--- src/design/ramini_defines.svh ---
// constants for the jtag ram initialisation loader
// assumes inclusion by bare name from every design file that needs a figure
`ifndef RAMINI_DEFINES_SVH
`define RAMINI_DEFINES_SVH

// ******************************************
// default geometry
// ******************************************
`define RAMINI_DATA_WIDTH 4
`define RAMINI_ADDR_WIDTH 2
`define RAMINI_BLOCKS 4
`define RAMINI_INSTR_WIDTH 8
`define RAMINI_COUNT_WIDTH 16

// ******************************************
// default user opcodes
// ******************************************
`define RAMINI_OPC_SWEEP 8'h22
`define RAMINI_OPC_ADDR_LOAD 8'h24
`define RAMINI_OPC_BROADCAST 8'h25
`define RAMINI_OPC_BLOCK_BASE 8'h30

// ******************************************
// reset values and synchroniser depth
// ******************************************
`define RAMINI_ADDR_RST 'h0
`define RAMINI_RING_RST 'h1
`define RAMINI_SYNC_STAGES 3

`endif

--- src/design/ramini_pkg.sv ---
// types shared by the jtag ram initialisation loader
// assumes nothing beyond a systemverilog compiler
package ramini_pkg;
	typedef enum logic [2:0] {
		MODE_IDLE,
		MODE_SWEEP,
		MODE_ADDR_LOAD,
		MODE_BROADCAST,
		MODE_BLOCK
	} ramini_mode_e;
endpackage : ramini_pkg

--- src/design/ramini_shift_if.sv ---
// carrier between the loader core and one serial-in parallel-out register
// assumes both ends run on the same clk
`timescale 1ns/1ns
interface ramini_shift_if #(parameter int WIDTH = 4);
	logic shiftEn;
	logic serialIn;
	logic [WIDTH-1:0] q;
	modport owner (output shiftEn, output serialIn, input q);
	modport shifter (input shiftEn, input serialIn, output q);
endinterface : ramini_shift_if

--- src/design/ramini_sync.sv ---
// three-stage synchroniser with agreement filter, any width
// assumes inputs are slow levels from outside the clk domain
`timescale 1ns/1ns
module ramini_sync #(
	parameter int WIDTH = 1
) (
	input wire logic clk,
	input wire logic srst,
	input wire logic [WIDTH-1:0] asyncIn,
	input wire logic [WIDTH-1:0] resetLevel,
	output logic [WIDTH-1:0] level
);
	logic [WIDTH-1:0] stage1;
	logic [WIDTH-1:0] stage2;
	logic [WIDTH-1:0] stage3;
	wire [WIDTH-1:0] agree = ~(stage2 ^ stage3);
	wire [WIDTH-1:0] next_level = (agree & stage3) | (~agree & level);

	// stage1 feeds only stage2; the filter looks at stages two and three
	always_ff @(posedge clk) begin
		stage1 <= asyncIn;
		stage2 <= stage1;
		stage3 <= stage2;
	end

	// resetLevel is a tie-off constant at the instance
	always_ff @(posedge clk) begin
		if (srst) begin
			level <= resetLevel;
		end else begin
			level <= next_level;
		end
	end
endmodule : ramini_sync

--- src/design/ramini_shift_reg.sv ---
// serial-in parallel-out register, lsb arrives first
// assumes shiftEn is already a one-cycle qualified pulse on clk
`timescale 1ns/1ns
module ramini_shift_reg #(
	parameter int WIDTH = 4
) (
	input wire logic clk,
	input wire logic srst,
	ramini_shift_if.shifter port
);
	logic [WIDTH-1:0] q;
	wire [WIDTH-1:0] next_q = {port.serialIn, q[WIDTH-1:1]};

	always_ff @(posedge clk) begin
		if (srst) begin
			q <= '0;
		end else if (port.shiftEn) begin
			q <= next_q;
		end
	end

	assign port.q = q;
endmodule : ramini_shift_reg

--- src/design/ramini_loader.sv ---
// jtag ram initialisation loader: tap user port in, ram write port out
// assumes all tap user signals arrive asynchronously to clk and are slow
// against it; ram blocks sit outside and take writeClock as their clock
`timescale 1ns/1ns
`include "ramini_defines.svh"
module ramini_loader #(
	parameter int DATA_WIDTH = `RAMINI_DATA_WIDTH,
	parameter int ADDR_WIDTH = `RAMINI_ADDR_WIDTH,
	parameter int BLOCKS = `RAMINI_BLOCKS,
	parameter int INSTR_WIDTH = `RAMINI_INSTR_WIDTH,
	parameter int COUNT_WIDTH = `RAMINI_COUNT_WIDTH,
	parameter logic [INSTR_WIDTH-1:0] OPC_SWEEP = `RAMINI_OPC_SWEEP,
	parameter logic [INSTR_WIDTH-1:0] OPC_ADDR_LOAD = `RAMINI_OPC_ADDR_LOAD,
	parameter logic [INSTR_WIDTH-1:0] OPC_BROADCAST = `RAMINI_OPC_BROADCAST,
	parameter logic [INSTR_WIDTH-1:0] OPC_BLOCK_BASE = `RAMINI_OPC_BLOCK_BASE,
	parameter bit FALLING_EDGE_RAM = 1'b0
) (
	input wire logic clk,
	input wire logic srst,
	input wire logic [INSTR_WIDTH-1:0] user_instruction_value,
	input wire logic user_serial_data_in,
	input wire logic user_dr_clock,
	input wire logic user_dr_shift_strobe,
	input wire logic user_dr_update_strobe,
	input wire logic userResetN,
	output logic [DATA_WIDTH-1:0] writeData,
	output logic [ADDR_WIDTH-1:0] writeAddr,
	output logic [BLOCKS-1:0] chipSelect,
	output logic [BLOCKS-1:0] writeEnable,
	output logic writeClock,
	output logic modeActive,
	output logic sweepDone,
	output logic [COUNT_WIDTH-1:0] wordCount
);

	// ******************************************
	// input synchronisation
	// ******************************************
	localparam int SYNC_W = INSTR_WIDTH + 5;

	logic [SYNC_W-1:0] syncLevel;
	logic [INSTR_WIDTH-1:0] instr;
	logic serialBit;
	logic drClockLevel;
	logic shiftLevel;
	logic updateLevel;
	logic userResetLevelN;

	// one instance keeps every tap input on the same four-flop latency,
	// so serial data and its clock stay aligned after the crossing
	ramini_sync #(
		.WIDTH(SYNC_W)
	) u_sync (
		.clk(clk),
		.srst(srst),
		.asyncIn({user_instruction_value, user_serial_data_in, user_dr_clock,
			user_dr_shift_strobe, user_dr_update_strobe, userResetN}),
		.resetLevel({{(INSTR_WIDTH + 4){1'b0}}, 1'b1}),
		.level(syncLevel)
	);

	assign instr = syncLevel[SYNC_W-1:5];
	assign serialBit = syncLevel[4];
	assign drClockLevel = syncLevel[3];
	assign shiftLevel = syncLevel[2];
	assign updateLevel = syncLevel[1];
	assign userResetLevelN = syncLevel[0];

	// ******************************************
	// edge detection
	// ******************************************
	logic drClockPrev;
	logic updatePrev;
	wire drClockRise = drClockLevel & ~drClockPrev;
	wire updateRise = updateLevel & ~updatePrev;
	wire counterReset = srst | ~userResetLevelN;

	always_ff @(posedge clk) begin
		if (srst) begin
			drClockPrev <= 1'b0;
			updatePrev <= 1'b0;
		end else begin
			drClockPrev <= drClockLevel;
			updatePrev <= updateLevel;
		end
	end

	// ******************************************
	// instruction decode
	// ******************************************
	wire sweepHit = (instr == OPC_SWEEP);
	wire addrLoadHit = (instr == OPC_ADDR_LOAD);
	wire broadcastHit = (instr == OPC_BROADCAST);
	wire [INSTR_WIDTH-1:0] blockOffset = instr - OPC_BLOCK_BASE;
	wire blockHit = (instr >= OPC_BLOCK_BASE) && (blockOffset < INSTR_WIDTH'(BLOCKS));

	ramini_pkg::ramini_mode_e mode;

	always_comb begin
		if (sweepHit) begin
			mode = ramini_pkg::MODE_SWEEP;
		end else if (addrLoadHit) begin
			mode = ramini_pkg::MODE_ADDR_LOAD;
		end else if (broadcastHit) begin
			mode = ramini_pkg::MODE_BROADCAST;
		end else if (blockHit) begin
			mode = ramini_pkg::MODE_BLOCK;
		end else begin
			mode = ramini_pkg::MODE_IDLE;
		end
	end

	wire writeMode = (mode == ramini_pkg::MODE_SWEEP) || (mode == ramini_pkg::MODE_BROADCAST) ||
		(mode == ramini_pkg::MODE_BLOCK);

	// ******************************************
	// serial shift registers
	// ******************************************
	ramini_shift_if #(.WIDTH(DATA_WIDTH)) dataShift ();
	ramini_shift_if #(.WIDTH(ADDR_WIDTH)) addrShift ();

	// shift on sampled rising edges of the data-register clock, strobe high
	wire shiftTick = drClockRise & shiftLevel;

	// address load owns the shift path under its opcode, so data stays put
	assign dataShift.shiftEn = shiftTick & (mode != ramini_pkg::MODE_ADDR_LOAD);
	assign dataShift.serialIn = serialBit;
	assign addrShift.shiftEn = shiftTick & (mode == ramini_pkg::MODE_ADDR_LOAD);
	assign addrShift.serialIn = serialBit;

	// width of the data register is the ram data width
	ramini_shift_reg #(
		.WIDTH(DATA_WIDTH)
	) u_data_shift (
		.clk(clk),
		.srst(srst),
		.port(dataShift)
	);

	ramini_shift_reg #(
		.WIDTH(ADDR_WIDTH)
	) u_addr_shift (
		.clk(clk),
		.srst(srst),
		.port(addrShift)
	);

	// ******************************************
	// data pipeline
	// ******************************************
	wire writeTick = updateRise & writeMode;

	always_ff @(posedge clk) begin
		if (srst) begin
			writeData <= '0;
		end else if (writeTick) begin
			writeData <= dataShift.q;
		end
	end

	// ******************************************
	// address generator
	// ******************************************
	// useAsIs marks an address that has not been written yet (after reset or
	// after a tap address load); the next word goes there without a step
	logic useAsIs;
	logic [ADDR_WIDTH-1:0] next_writeAddr;
	logic next_useAsIs;
	logic ringStep;

	wire addrAtEnd = (writeAddr == {ADDR_WIDTH{1'b1}});
	wire addrLoadTick = updateRise & (mode == ramini_pkg::MODE_ADDR_LOAD);

	always_comb begin
		next_writeAddr = writeAddr;
		next_useAsIs = useAsIs;
		ringStep = 1'b0;
		if (addrLoadTick) begin
			next_writeAddr = addrShift.q;
			next_useAsIs = 1'b1;
		end else if (writeTick) begin
			next_useAsIs = 1'b0;
			if (!useAsIs) begin
				next_writeAddr = writeAddr + 1'b1;
				ringStep = addrAtEnd && (mode == ramini_pkg::MODE_SWEEP);
			end
		end
	end

	always_ff @(posedge clk) begin
		if (counterReset) begin
			writeAddr <= ADDR_WIDTH'(`RAMINI_ADDR_RST);
			useAsIs <= 1'b1;
		end else begin
			writeAddr <= next_writeAddr;
			useAsIs <= next_useAsIs;
		end
	end

	// ******************************************
	// block select ring counter
	// ******************************************
	logic [BLOCKS-1:0] ring;
	wire [BLOCKS-1:0] ringRotated = {ring[BLOCKS-2:0], ring[BLOCKS-1]};
	wire ringWrap = ringStep & ring[BLOCKS-1];
	// selects take the stepped ring at once, so the first word of a new block
	// leaves with its own chip select and not the old block's
	wire [BLOCKS-1:0] next_ring = ringStep ? ringRotated : ring;

	// stepped only by the address generator, never by a free clock
	always_ff @(posedge clk) begin
		if (counterReset) begin
			ring <= BLOCKS'(`RAMINI_RING_RST);
		end else if (ringStep) begin
			ring <= ringRotated;
		end
	end

	// sticky: the last block finished its sweep
	always_ff @(posedge clk) begin
		if (counterReset) begin
			sweepDone <= 1'b0;
		end else if (ringWrap) begin
			sweepDone <= 1'b1;
		end
	end

	// ******************************************
	// select and enable generation
	// ******************************************
	logic [BLOCKS-1:0] selectVec;
	logic [BLOCKS-1:0] blockOneHot;

	always_comb begin
		blockOneHot = '0;
		for (int i = 0; i < BLOCKS; i++) begin
			blockOneHot[i] = (blockOffset == INSTR_WIDTH'(i));
		end
	end

	always_comb begin
		case (mode)
			ramini_pkg::MODE_SWEEP: begin
				selectVec = next_ring;
			end
			ramini_pkg::MODE_BROADCAST: begin
				selectVec = {BLOCKS{1'b1}};
			end
			ramini_pkg::MODE_BLOCK: begin
				selectVec = blockOneHot;
			end
			ramini_pkg::MODE_ADDR_LOAD: begin
				selectVec = '0;
			end
			default: begin
				selectVec = '0;
			end
		endcase
	end

	// selects and enables move with the data so the ram sees them settled
	// before its write edge
	always_ff @(posedge clk) begin
		if (srst) begin
			chipSelect <= '0;
			writeEnable <= '0;
			modeActive <= 1'b0;
		end else begin
			chipSelect <= selectVec;
			writeEnable <= writeMode ? selectVec : '0;
			modeActive <= writeMode;
		end
	end

	// ******************************************
	// write clock
	// ******************************************
	// the clock follows the same sampled strobe that loads data and address,
	// so data is stable for the whole strobe high time before the write edge
	wire next_writeClock = FALLING_EDGE_RAM ? updateLevel : ~updateLevel;

	always_ff @(posedge clk) begin
		if (srst) begin
			writeClock <= FALLING_EDGE_RAM ? 1'b0 : 1'b1;
		end else begin
			writeClock <= next_writeClock;
		end
	end

	// ******************************************
	// word counter
	// ******************************************
	// counts words written since the last reset; wraps silently
	always_ff @(posedge clk) begin
		if (counterReset) begin
			wordCount <= '0;
		end else if (writeTick) begin
			wordCount <= wordCount + 1'b1;
		end
	end

endmodule : ramini_loader

--- config.mk ---
export PLATFORM = sky130hd
export DESIGN_NAME = ramini_loader
export DESIGN_NICKNAME = d
export VERILOG_FILES = /design/src/design/ramini_pkg.sv /design/src/design/ramini_shift_if.sv /design/src/design/ramini_sync.sv /design/src/design/ramini_shift_reg.sv /design/src/design/ramini_loader.sv
export VERILOG_INCLUDE_DIRS = /design/src /design/src/design
export SDC_FILE = /design/constraint.sdc
export NUM_CORES = 1
export LEC_CHECK = 0
export BUFFER_PORTS_ARGS = -buffer_cell sky130_fd_sc_hd__buf_4
export CAP_MARGIN = 0
export CELL_PAD_IN_SITES_DETAIL_PLACEMENT = 0
export CELL_PAD_IN_SITES_GLOBAL_PLACEMENT = 2
export CORE_MARGIN = 4
export CORE_UTILIZATION = 25
export DETAILED_ROUTE_END_ITERATION = 10
export GPL_TIMING_DRIVEN = 0
export HOLD_SLACK_MARGIN = 0.06
export PLACE_DENSITY = 0.69
export SLEW_MARGIN = 40
export SYNTH_ARGS = -nofsm -noshare
export SYNTH_HDL_FRONTEND = slang
export SYNTH_SLANG_ARGS = --single-unit
--- constraint.sdc ---
create_clock -name clk -period 1.7 [get_ports clk]
set_input_delay 0.34 -clock clk [delete_from_list [all_inputs] [get_ports clk]]
set_output_delay 0.34 -clock clk [all_outputs]
set_load 0.005 [all_outputs]
==> impl_metrics.py <==
metrics = {
    "outcome": {
        "outcome": "finished, violations left",
        "violations": "negative setup slack",
    },
    "routing": {
        "firstDrtPassIters": 4,
        "first_iter_violations": 104,
        "final_antenna_net_count": 0,
        "routed-wl-met2_um": 3405,
        "top_layer_used": "met4",
        "routed-wl-met3_um": 356,
        "num_vias": 2385,
        "route.detailed.drc": 0,
        "wl_met1_um": 3337,
        "wl_per_cell_um": 12.91,
        "routed_wl_um": 7205,
        "drt-vias-per-instance": 4.274,
    },
    "min_path": {
        "hold_depth": 1,
        "hp-class": "in -> reg",
    },
    "setup_path": {
        "reg2reg_depth": 6,
        "worstPathCellList": "nor4b_4, nand4b_4, buf_12, a2111oi_4, xnor2_1, nor2_1",
        "cpPeakStageDelay_ns": 0.39,
        "cp.required_ns": 1.91,
        "critPathSlowestCell": "nor4b_4",
        "cp-start-kind": "register",
        "worst-setup-path-type": "reg -> reg",
        "critPathCaptureType": "register",
        "worstPathMaxFanout": 6,
        "cp.arrival_ns": 2.04,
    },
    "synthesis": {
        "synthTopCellsByArea": "dfxtp_1, mux2i_1, nor2_1",
        "synth_warnings": 0,
        "ys_async_sr_fraction": 0,
        "synth_edf_count": 0,
        "syn_area_mm2": 0.003353,
        "syn_nets": 328,
        "postSynthCellCount": 311,
        "ys_seq_area_frac": 0.5851,
        "yosysTopAreaCell": "dfxtp_1",
        "syn_area_per_cell_um2": 10.78,
        "synth_top_area_share": 0.5851,
        "yosysUniqueCellTypes": 47,
        "synth_ff_type": "dfxtp_1",
        "ys_ff_latch": 98,
    },
    "final_layout": {
        "final_cells": 558,
        "drive_above_1_share": 0.3298,
        "diodes": 0,
        "fin_nets": 396,
        "area_growth_syn_to_layout_pct": 34.81,
    },
    "die": {
        "num_io_pins": 48,
        "core-area_mm2": 0.01319,
        "die_y_um": 123.8,
        "initial_core_util": 0.2542,
        "fp.dieW_um": 123.8,
        "die_area_mm2": 0.01533,
        "rows": 42,
    },
    "timing": {
        "rsz0062_at_grt": "yes",
        "layout_min_cycle_time_ns": 1.834,
        "worst_pin_slew_ns": 0.7629,
        "max_clock_freq_ghz": 0.5454,
        "setup_viol": 30,
        "finalHoldViolCount": 0,
        "relSlewSlack": 0.4914,
        "maxSlewViolCount": 0,
        "finClkSkew_ns": 0.008301,
        "setup_ws_ns": -0.1336,
        "finalCritPeriodShare": 1.079,
    },
    "clocking": {
        "h-tree-depth": 3,
        "path_clk_slew_ns": 0.07,
        "root_buffer": "clkbuf_16",
        "numCtsBuffers": 9,
        "cts_hold_buf": 0,
        "clk_latency_ns": 0.34,
        "cts_tree": "built",
        "clock-sinks": 98,
        "clockBufferDepth": 2,
    },
    "grt": {
        "grtUsageTotal": 0.09759,
        "grt_pass1_wl_um": 11360,
        "antenna_found_initial": 0,
        "gr-total-overflow": 0,
        "grt_max_degree": 15,
        "grt_pass1_vias": 2294,
    },
    "power": {
        "p_per_area_mw_per_mm2": 971.2,
        "ir_worst_vdd_mv": 0.5156,
        "total_power_uw": 4390,
        "p_leak_uw": 0.001735,
    },
    "place": {
        "detailed_place_hpwl_um": 4948,
        "port_buffers": 46,
        "gp_congestion": 0.7486,
        "dp.cells": 533,
    },
    "flow_run": {
        "max-cap-violations": 0,
    },
}
final cells by class:
type	count	area, µm²
clock inverter	4	20.02
clock buffer	10	239.0
fill	1318	8670
inverter	4	15.01
multi-input combinational	195	1504
buffer	12	77.57
timing repair buffer	59	471.7
sequential	98	1973
tap	176	220.2
through the flow:
| stage | worst slack [ns] | area (µm²) | TNS [ns] | hold WS [ns] | util |
|---|---|---|---|---|---|
| global placement | -0.3089 | 3985 | -8.952 | 0.3114 | 0.3021 |
| detailed placement | -0.3309 | 3985 | -9.686 | 0.3128 | 0.3021 |
| global route | -0.2439 | 4521 | -4.834 | 0.08235 | 0.3427 |
| floorplan | -0.09619 | 3420 | -0.5032 | 0.3096 | - |
| CTS | -0.1684 | 4402 | -2.223 | 0.08834 | 0.3337 |
| finish | -0.1336 | 4521 | -2.425 | 0.1053 | 0.3427 |
path summary, 6_finish.rpt:
check             slack (ns)                       from                end
setup reg to reg       -0.13                   register      wordCount[15]
setup / recovery       -0.13                   register      wordCount[15]
hold / removal          0.11  user_instruction_value[6]  u_sync.stage1[11]
hold reg to reg         0.33           u_sync.stage1[5]   u_sync.stage2[5]
critical path: cells and delay by family (launching register included):
family                 cells  cell delay, ns
AO/OA/AOI/OAI              1            0.30
buffers and inverters      1            0.22
flip-flops                 1            0.35
XOR/XNOR                   1            0.15
AND/OR/NAND/NOR            3            0.69
cells by family (layout without fill, tap and decap cells):
family          Yosys count  after routing  synth area share
flops                    98             98            0.5851
buf+inv                  18             89           0.03171
xor+xnor                 10             10           0.02612
fa+ha+maj                 2              2          0.007461
compound gates           58             58            0.1246
mux                      23             23           0.06903
simple gates            102            102            0.1560
cell usage in the layout, fill, tap and decap left out, types with 5 or more instances in the layout:
cell type,count
xnor2_1,9
nand2_1,27
o21ai_0,12
a21oi_2,6
mux2i_1,21
buf_4,57
dfxtp_2,6
a2111oi_4,5
nand4_1,5
a21oi_1,14
dfxtp_1,91
clkbuf_16,10
nor2_1,36
clkbuf_1,6
Yosys cell counts (3+ instances only):
master     count
dfxtp_1       98
nor2_1        37
nand2_1       29
a21oi_1       22
mux2i_1       22
o21ai_0       15
xnor2_1       10
clkbuf_1       8
nand3_1        6
nand4_1        5
nor2b_1        5
inv_1          4
nand2b_1       4
a2111oi_2      3
and4_1         3
per-layer routing:
metal	vias up	track usage
li1	1217	-
met1	1126	0.1150
met2	36	0.1571
met3	6	0.03906
met4	0	0.04152
met5	-	0
report_power, final:
part           internal, µW  switching, µW  leakage [µW]
sequential             2370           47.1      0.000811
combinational          74.6           95.6      0.000791
clock                  1000            799      0.000134
total                  3450            942       0.00174
timing repair:
action                     4_1_cts  5_1_grt
cloned                           0        1
hold endpoints to repair         0        0
buffers inserted                 9        3
setup endpoints to repair       42       41
pin swaps                       10       14
gates resized for setup         24       32
(Power assumes the default switching activity.)
